===== src/common/flash_regs_map.svh =====
// Register map constants for the divider and lock registers.
// Assumes inclusion by bare name; definitions only.
`ifndef FLASH_REGS_MAP_SVH
`define FLASH_REGS_MAP_SVH

// Register byte addresses on the APB bus
`define DIVIDER_ADDR       12'h000
`define LOCK_CONFIG_ADDR   12'h004
`define CONTROL_ADDR       12'h008
`define STATUS_ADDR        12'h00C
// Divider register fields
`define LOADED_BIT         7
`define LOCK_BIT           6
`define DIVIDER_MSB        5
`define DIVIDER_RESET      8'h00
// Lock config fields
`define KEY_ENABLE_MSB     7
`define KEY_ENABLE_LSB     6
`define LOCK_STATE_MSB     1
`define LOCK_STATE_LSB     0
`define LOCK_CONFIG_RESET  8'hFF
`define FIELD_OPEN         2'h2
// Control and status bits
`define CTRL_UNLOCK_BIT    0
`define STAT_LOADING_BIT   0
`define STAT_KEY_EN_BIT    1
`define STAT_OPEN_BIT      2
`define STAT_TICK_BIT      3
`define STAT_CMD_DONE_BIT  4
// Timebase target
`define TIMEBASE_MHZ       1
`define NV_PHRASE_ADDR     24'hFF_FE0F

`endif


===== src/common/flash_regs_pkg.sv =====
// Types shared by the divider and lock register bank.
// Assumes the map header provides numeric constants.
package flash_regs_pkg;
	typedef enum logic [1:0] {
		load_idle,
		load_request,
		load_wait,
		load_done
	} load_state_type;

	typedef logic [7:0] reg_byte_type;
endpackage


===== src/common/nv_load_if.sv =====
// Handshake carrying the nonvolatile configuration byte at reset.
// Assumes one clock domain shared by both ends.
`timescale 1ns/1ps
interface nv_load_if;
	logic       start;
	logic       done;
	logic       fault;
	logic [7:0] data;
	modport loader (input start, output done, output fault, output data);
	modport owner  (output start, input done, input fault, input data);
endinterface


===== src/flash_divider_lock_regs.sv =====
// Divider and lock-config register bank with APB slave.
// Assumes APB master on pclk; flash read port serves the config byte.
//
// Operation
// - All divider bits readable; writes to load flag bit 7 ignored.
// - Normal mode: lock bit write-once-high freezes the divider field.
// - Special mode: bits 6..0 rewritable any time once config is loaded; bit 7 never.
// - Load flag clears at reset, sets on any divider write with pstrb[0] high once config is loaded.
// - Only reset or a special-mode write clears the lock bit and restores field writability.
// - Divider field scales bus clock to a 1 MHz timebase.
// - Lock config register readable; all writes ignored.
// - Lock config loaded from nonvolatile byte during reset sequence.
// - Double-bit fault on that read sets every lock config bit.
// - Key enable field 10 enables backdoor; others disable it.
// - Lock state field 10 means unlocked; others mean locked.
// - Backdoor unlock forces lock state field to read 10.
//
// Design decisions made here: the APB interface to the registers and the address map.
`timescale 1ns/1ps
`include "flash_regs_map.svh"
module flash_divider_lock_regs
	import flash_regs_pkg::*;
#(
	parameter int DIV_WIDTH = 6
) (
	// Clock and reset
	input  wire logic        pclk,
	input  wire logic        presetn,
	// APB slave
	input  wire logic        psel,
	input  wire logic        penable,
	input  wire logic        pwrite,
	input  wire logic [11:0] paddr,
	input  wire logic [31:0] pwdata,
	input  wire logic [3:0]  pstrb,
	output logic      [31:0] prdata,
	output logic             pready,
	output logic             pslverr,
	// Mode and flash status
	input  wire logic        special_mode,
	input  wire logic        command_complete_flag,
	input  wire logic        backdoor_unlock,
	// Flash read port for the configuration byte
	output logic             nv_read_req,
	output logic      [23:0] nv_read_addr,
	input  wire logic        nv_read_valid,
	input  wire logic        nv_read_fault,
	input  wire logic [7:0]  nv_read_data,
	// Timebase and decoded state
	output logic             timebase_tick,
	output logic             backdoor_enabled,
	output logic             device_unlocked,
	output logic             config_loaded
);
	nv_load_if load ();

	reg_byte_type   prog_clock_divider;
	reg_byte_type   device_lock_config;
	load_state_type load_state;
	load_state_type next_load_state;
	logic           forced_open;
	logic           tick_raw;
	logic           tick_seen;
	logic           nv_req_int;
	logic [23:0]    nv_addr_int;

	// Field decode shared by status and outputs
	function automatic logic field_is_open(input logic [1:0] f);
		return f == `FIELD_OPEN;
	endfunction

	// APB decode
	wire access     = psel & penable;
	wire wr_access  = access & pwrite & pstrb[0];
	wire hit_div    = paddr == `DIVIDER_ADDR;
	wire hit_lock   = paddr == `LOCK_CONFIG_ADDR;
	wire hit_ctrl   = paddr == `CONTROL_ADDR;
	wire hit_stat   = paddr == `STATUS_ADDR;
	wire mapped     = hit_div | hit_lock | hit_ctrl | hit_stat;
	wire div_write  = wr_access & hit_div & config_loaded;
	wire lock_set   = prog_clock_divider[`LOCK_BIT];
	wire field_free = special_mode | ~lock_set;

	// Lock config field views
	wire [1:0] key_field  =
		device_lock_config[`KEY_ENABLE_MSB:`KEY_ENABLE_LSB];
	wire [1:0] lock_field = forced_open ? `FIELD_OPEN :
		device_lock_config[`LOCK_STATE_MSB:`LOCK_STATE_LSB];
	wire       key_on     = field_is_open(key_field);
	wire       open_now   = field_is_open(lock_field);
	wire [7:0] lock_view  = {device_lock_config[7:2], lock_field};

	// Status word
	wire [7:0] status_view = {3'h0,
		command_complete_flag, tick_seen, open_now, key_on,
		~config_loaded};

	// Read mux; every bit of each register readable
	wire [7:0] read_byte =
		hit_div  ? prog_clock_divider :
		hit_lock ? lock_view :
		hit_ctrl ? {7'h00, forced_open} :
		hit_stat ? status_view : 8'h00;

	// Divider register next value
	wire [7:0] next_divider = {
		1'b1,
		special_mode ? pwdata[`LOCK_BIT] :
			(lock_set | pwdata[`LOCK_BIT]),
		field_free ? pwdata[`DIVIDER_MSB:0] :
			prog_clock_divider[`DIVIDER_MSB:0]
	};

	// Loader handshake
	assign load.start = (load_state == load_request) ||
		(load_state == load_wait);

	nv_byte_loader loader (
		.pclk          (pclk),
		.presetn       (presetn),
		.nv_read_req   (nv_req_int),
		.nv_read_addr  (nv_addr_int),
		.nv_read_valid (nv_read_valid),
		.nv_read_fault (nv_read_fault),
		.nv_read_data  (nv_read_data),
		.load          (load)
	);

	// Timebase from the divider field, runs once load flag bit 7 is set
	timebase_divider #(
		.WIDTH (DIV_WIDTH)
	) timebase (
		.pclk         (pclk),
		.presetn      (presetn),
		.enable       (prog_clock_divider[`LOADED_BIT]),
		.divide_value (prog_clock_divider[DIV_WIDTH-1:0]),
		.tick         (tick_raw)
	);

	// Reset-sequence load state machine
	always_comb begin
		next_load_state = load_state;
		case (load_state)
			load_idle:    next_load_state = load_request;
			load_request: next_load_state = load_wait;
			load_wait:
				if (load.done) begin
					next_load_state = load_done;
				end
			load_done:    next_load_state = load_done;
			default:      next_load_state = load_idle;
		endcase
	end

	always_ff @(posedge pclk or negedge presetn) begin
		if (!presetn) begin
			load_state <= load_idle;
		end else begin
			load_state <= next_load_state;
		end
	end

	// Divider register; bit 7 only set by hardware
	always_ff @(posedge pclk or negedge presetn) begin
		if (!presetn) begin
			prog_clock_divider <= `DIVIDER_RESET;
		end else if (div_write) begin
			prog_clock_divider <= next_divider;
		end
	end

	// Lock config loaded once; software writes never reach it
	always_ff @(posedge pclk or negedge presetn) begin
		if (!presetn) begin
			device_lock_config <= `LOCK_CONFIG_RESET;
		end else if (load_state == load_wait && load.done) begin
			device_lock_config <= load.fault ?
				`LOCK_CONFIG_RESET : load.data;
		end
	end

	// Backdoor unlock is sticky until reset
	always_ff @(posedge pclk or negedge presetn) begin
		if (!presetn) begin
			forced_open <= 1'b0;
		end else if (backdoor_unlock && key_on && config_loaded) begin
			forced_open <= 1'b1;
		end
	end

	// Tick seen flag; set wins over status read clear
	always_ff @(posedge pclk or negedge presetn) begin
		if (!presetn) begin
			tick_seen <= 1'b0;
		end else if (tick_raw) begin
			tick_seen <= 1'b1;
		end else if (access && !pwrite && hit_stat) begin
			tick_seen <= 1'b0;
		end
	end

	// APB answer registered; zero wait on setup, ready in access
	always_ff @(posedge pclk or negedge presetn) begin
		if (!presetn) begin
			pready  <= 1'b0;
			pslverr <= 1'b0;
			prdata  <= 32'h0000_0000;
		end else begin
			pready  <= psel & ~penable;
			pslverr <= psel & ~penable & ~mapped;
			prdata  <= (psel & ~penable & ~pwrite) ?
				{24'h00_0000, read_byte} : 32'h0000_0000;
		end
	end

	// Registered outputs
	always_ff @(posedge pclk or negedge presetn) begin
		if (!presetn) begin
			timebase_tick    <= 1'b0;
			backdoor_enabled <= 1'b0;
			device_unlocked  <= 1'b0;
			config_loaded    <= 1'b0;
			nv_read_req      <= 1'b0;
			nv_read_addr     <= 24'h00_0000;
		end else begin
			timebase_tick    <= tick_raw;
			backdoor_enabled <= key_on & config_loaded;
			device_unlocked  <= open_now & config_loaded;
			config_loaded    <= (load_state == load_done);
			nv_read_req      <= nv_req_int & ~load.done;
			nv_read_addr     <= nv_addr_int;
		end
	end
endmodule


===== src/nv_byte_loader.sv =====
// Fetches the configuration byte from program flash after reset.
// Assumes a flash read port with valid pulse and double-fault flag.
`timescale 1ns/1ps
`include "flash_regs_map.svh"
module nv_byte_loader (
	// Clock and reset
	input  wire logic   pclk,
	input  wire logic   presetn,
	// Flash read port
	output logic        nv_read_req,
	output logic [23:0] nv_read_addr,
	input  wire logic   nv_read_valid,
	input  wire logic   nv_read_fault,
	input  wire logic [7:0] nv_read_data,
	// Handshake to owner
	nv_load_if.loader   load
);
	assign nv_read_addr = `NV_PHRASE_ADDR;
	assign nv_read_req  = load.start & ~load.done;

	// Capture byte and fault flag when the read returns
	always_ff @(posedge pclk or negedge presetn) begin
		if (!presetn) begin
			load.done  <= 1'b0;
			load.fault <= 1'b0;
			load.data  <= 8'h00;
		end else if (nv_read_req && nv_read_valid) begin
			load.done  <= 1'b1;
			load.fault <= nv_read_fault;
			load.data  <= nv_read_data;
		end
	end
endmodule


===== src/timebase_divider.sv =====
// Divides pclk to a nominal 1 MHz tick using the divider field.
// Assumes field value n gives a period of n+1 cycles.
`timescale 1ns/1ps
module timebase_divider #(
	parameter int WIDTH = 6
) (
	// Clock and reset
	input  wire logic             pclk,
	input  wire logic             presetn,
	// Control
	input  wire logic             enable,
	input  wire logic [WIDTH-1:0] divide_value,
	// Tick
	output logic                  tick
);
	logic [WIDTH-1:0] count;
	wire              wrap = (count >= divide_value);

	// Count up to the field value then emit one tick
	always_ff @(posedge pclk or negedge presetn) begin
		if (!presetn) begin
			count <= '0;
			tick  <= 1'b0;
		end else if (!enable) begin
			count <= '0;
			tick  <= 1'b0;
		end else begin
			count <= wrap ? '0 : count + 1'b1;
			tick  <= wrap;
		end
	end
endmodule


===== config.mk =====
export PLATFORM = sky130hd
export DESIGN_NAME = flash_divider_lock_regs
export DESIGN_NICKNAME = d
export VERILOG_FILES = /design/src/common/flash_regs_pkg.sv /design/src/common/nv_load_if.sv /design/src/flash_divider_lock_regs.sv /design/src/nv_byte_loader.sv /design/src/timebase_divider.sv
export VERILOG_INCLUDE_DIRS = /design/src /design/src/common
export SDC_FILE = /design/constraint.sdc
export NUM_CORES = 1
export LEC_CHECK = 0
export BUFFER_PORTS_ARGS = -buffer_cell sky130_fd_sc_hd__buf_2
export CORE_UTILIZATION = 46
export CTS_BUF_LIST = sky130_fd_sc_hd__clkbuf_16
export CTS_CLUSTER_DIAMETER = 150
export CTS_CLUSTER_SIZE = 14
export DETAILED_ROUTE_END_ITERATION = 16
export PLACE_DENSITY = 0.8
export REMOVE_ABC_BUFFERS = 1
export SYNTH_ARGS = -nofsm -noshare
export SYNTH_HDL_FRONTEND = slang
export SYNTH_SLANG_ARGS = --single-unit

===== constraint.sdc =====
create_clock -name pclk -period 2.4 [get_ports pclk]
set_clock_uncertainty 0.05 [all_clocks]
set_input_delay 0.36 -clock pclk [delete_from_list [all_inputs] [get_ports pclk]]
set_output_delay 0.36 -clock pclk [all_outputs]
set_load 0.1 [all_outputs]

==> out/results.txt <==
Startpoint Class = register
Final Hold Fails = 0
Gate power share = 0.220
# placed instances = 375
IO buf count = 71
Peak VDD IR = 0.360 mV
Slew Limit Fails = 0
Hold WC Path Type = in2reg
GP Congestion = 0.803
Switching Share = 0.335
Initial DRC Count = 131
final setup fails = 0
DR pass1 iterations = 4
Buf/Inv on CP = 0
internal power = 1.51 mW
leakage power = 1.54 nW
fill count = 462
CORE AREA = 5570 sq um
cts repair resizes = 0
Worst-path clk slew = 0.07 ns
Clock Power Share = 0.353
Sw Pwr = 0.762 mW
power density over the cells = 735 nW/um^2
CP top delay family = simple AND/OR/NAND/NOR gates
unrepaired setup endpoints after global routing = no
vias in the first global route = 1778
DIE HEIGHT = 78.7 um
Setup crit end kind = register
CTS Root Cell = clkbuf_16
cts bufs inserted = 5
DIE AREA = 6190 sq um
final WL = 4780 um
Seq/Total Area, Yosys = 0.494
Tot GR Track Use = 0.170
Worst Path Arrival = 2.09 ns
Final HPWL DP = 3630 um
WHS = 0.211 ns
initial antenna violation count = 0
Cell Area, Synth = 2700 sq um
Post-synth EDFFs = 0
Cell variety after synth = 40
Initial Utilization = 0.485
DR vias = 1824
H-tree depth = 2
CTS tree = done
syn avg cell area = 10.7 sq um
CTS max path bufs = 2
DIE WIDTH = 78.7 um
Tmin final = 1.97 ns
Tcrit/Tclk final = 0.822
crit path max fanout = 6
CP cell instances = nand3_1 > or4_4 > a211oi_4 > mux2_2
Mapped Cells = 252
row count = 27
Hold Crit Start = penable
Ys Warns = 0
DRT antenna net count = 0
Clock Latency Late Sink = 0.29 ns
Final #Nets = 388
CTS sink count = 53
Seq pwr share = 0.427
global-route wire length before repair = 8060 um
Design Power = 2.27 mW
Setup Buffers After CTS = 0
ANT cells = 0
Synth-to-Final Area Change = 14.3%
drt drc = 0
share of layout cells above drive strength 1 = 0.362
commonest non-fill, non-tap cell in the layout = buf_2
CP peak stage delay = 0.53 ns
Crit-path slowest cell = or4_4
RR Startpoint = config_loaded
synthesis-stage register bit count = 53
worst path required time = 2.52 ns
outcome = finished, final reports clean
CP Launch Point = config_loaded
most frequent cells in the layout = buf_2, dfrtp_1, conb_1, nor2_1, mux2_2
Async SR Flop Fraction = 1.00
Worst Setup Path Type = reg2reg
Finished Layout Cells = 384
wire per inst = 12.5 um
largest net degree at the start of global routing = 23
# IOs = 129
Max Freq = 507 MHz
GRT overflow = 0
top_reg_cell synth = dfrtp_1
vias per cell = 4.75
Max-Cap Viols = 0
## area by class of cell
class                           instances  area [sq um]  area share
Tap cell                               72          90.1      0.0291
Timing Repair Buffer                   76           395       0.128
Clock inverter                          3          42.5      0.0138
Sequential cell                        53          1340       0.432
Inverter                               14          52.6      0.0170
Multi-Input combinational cell        161          1050       0.339
Clock buffer                            5           125      0.0405
## kinds of logic after synthesis
| kind of cell | Yosys count | synth area share |
|---|---|---|
| other cells | 2 | 0.00278 |
| buf+inv | 66 | 0.157 |
| fa+ha+maj | 11 | 0.0509 |
| xor+xnor | 4 | 0.0130 |
| simple gates | 67 | 0.129 |
| flops | 53 | 0.494 |
| mux | 20 | 0.0819 |
| compound gates | 29 | 0.0713 |
## per-layer routing
metal	share of wire	vias to the layer above	track usage	wire [um]
met5	0	-	0	0
met4	0.018	0	0.0667	86
met2	0.48	85	0.287	2290
met3	0.077	8	0.0465	367
met1	0.43	852	0.206	2040
li1	-	879	-	-
## synth_stat cells, types with 3 or more instances
library cell  number  share of area
nand3_1            3         0.0056
nor3_1             9          0.017
buf_4             47           0.13
a21oi_1           14          0.026
inv_1             14          0.019
mux2_2            17          0.071
nand2_1            5         0.0069
mux2i_1            3          0.011
dfrtp_1           45           0.42
and2_1             4         0.0093
ha_1              11          0.051
nor2b_1            5          0.012
clkbuf_1           4         0.0056
nand2b_1           4         0.0093
nor2_1            26          0.036
o21ai_0            3         0.0056
dfstp_2            8          0.078
## worst register-to-register path, cell delays in order (launching register included)
cell and delay, ns:
dfrtp_1 0.43, nand3_1 0.10, or4_4 0.53, a211oi_4 0.36
mux2_2 0.38
## power groups by stage
stage | clock network [mW] | registers (mW) | logic [mW]
floorplan | 0 | 1.13 | 0.256
global placement | 0 | 0.986 | 0.495
detailed placement | 0 | 0.989 | 0.499
CTS | 0.815 | 0.972 | 0.502
global route | 0.855 | 0.977 | 0.522
finish | 0.802 | 0.971 | 0.500
## flip-flops by register name (all words and copies together), names as in the netlist, 2 cells and up
register,count
device_lock_config,8
loader.load.data,8
prdata,8
prog_clock_divider,8
timebase.count,6
load_state,2
## stage by stage
step	area (sq um)	setup slack (ns)	setup TNS (ns)	utilization
CTS	3090	0.414	0	0.554
global route	3090	0.346	0	0.554
detailed placement	2910	0.302	0	0.523
finish	3090	0.428	0	0.554
global placement	2910	0.334	0	0.523
floorplan	2440	-9.61	-182.73	-
## final timing paths
kind	depth (start not counted)	slack, ns	to
worst max register to register	4	0.43	prog_clock_divider[0]
min in group asynchronous	2	0.42	device_unlocked
max in group asynchronous	3	1.27	device_lock_config[7]
worst min register to register	0	0.33	timebase_tick
worst max-delay path	4	0.43	prog_clock_divider[0]
worst min-delay path	2	0.21	pready
## what timing repair did
action / in CTS / in global routing
hold buffers: 1 / 0
endpoints found under the setup margin: 0 / 0
endpoints found under the hold margin: 10 / 0
Note: power is estimated with default switching activity, not from simulation.
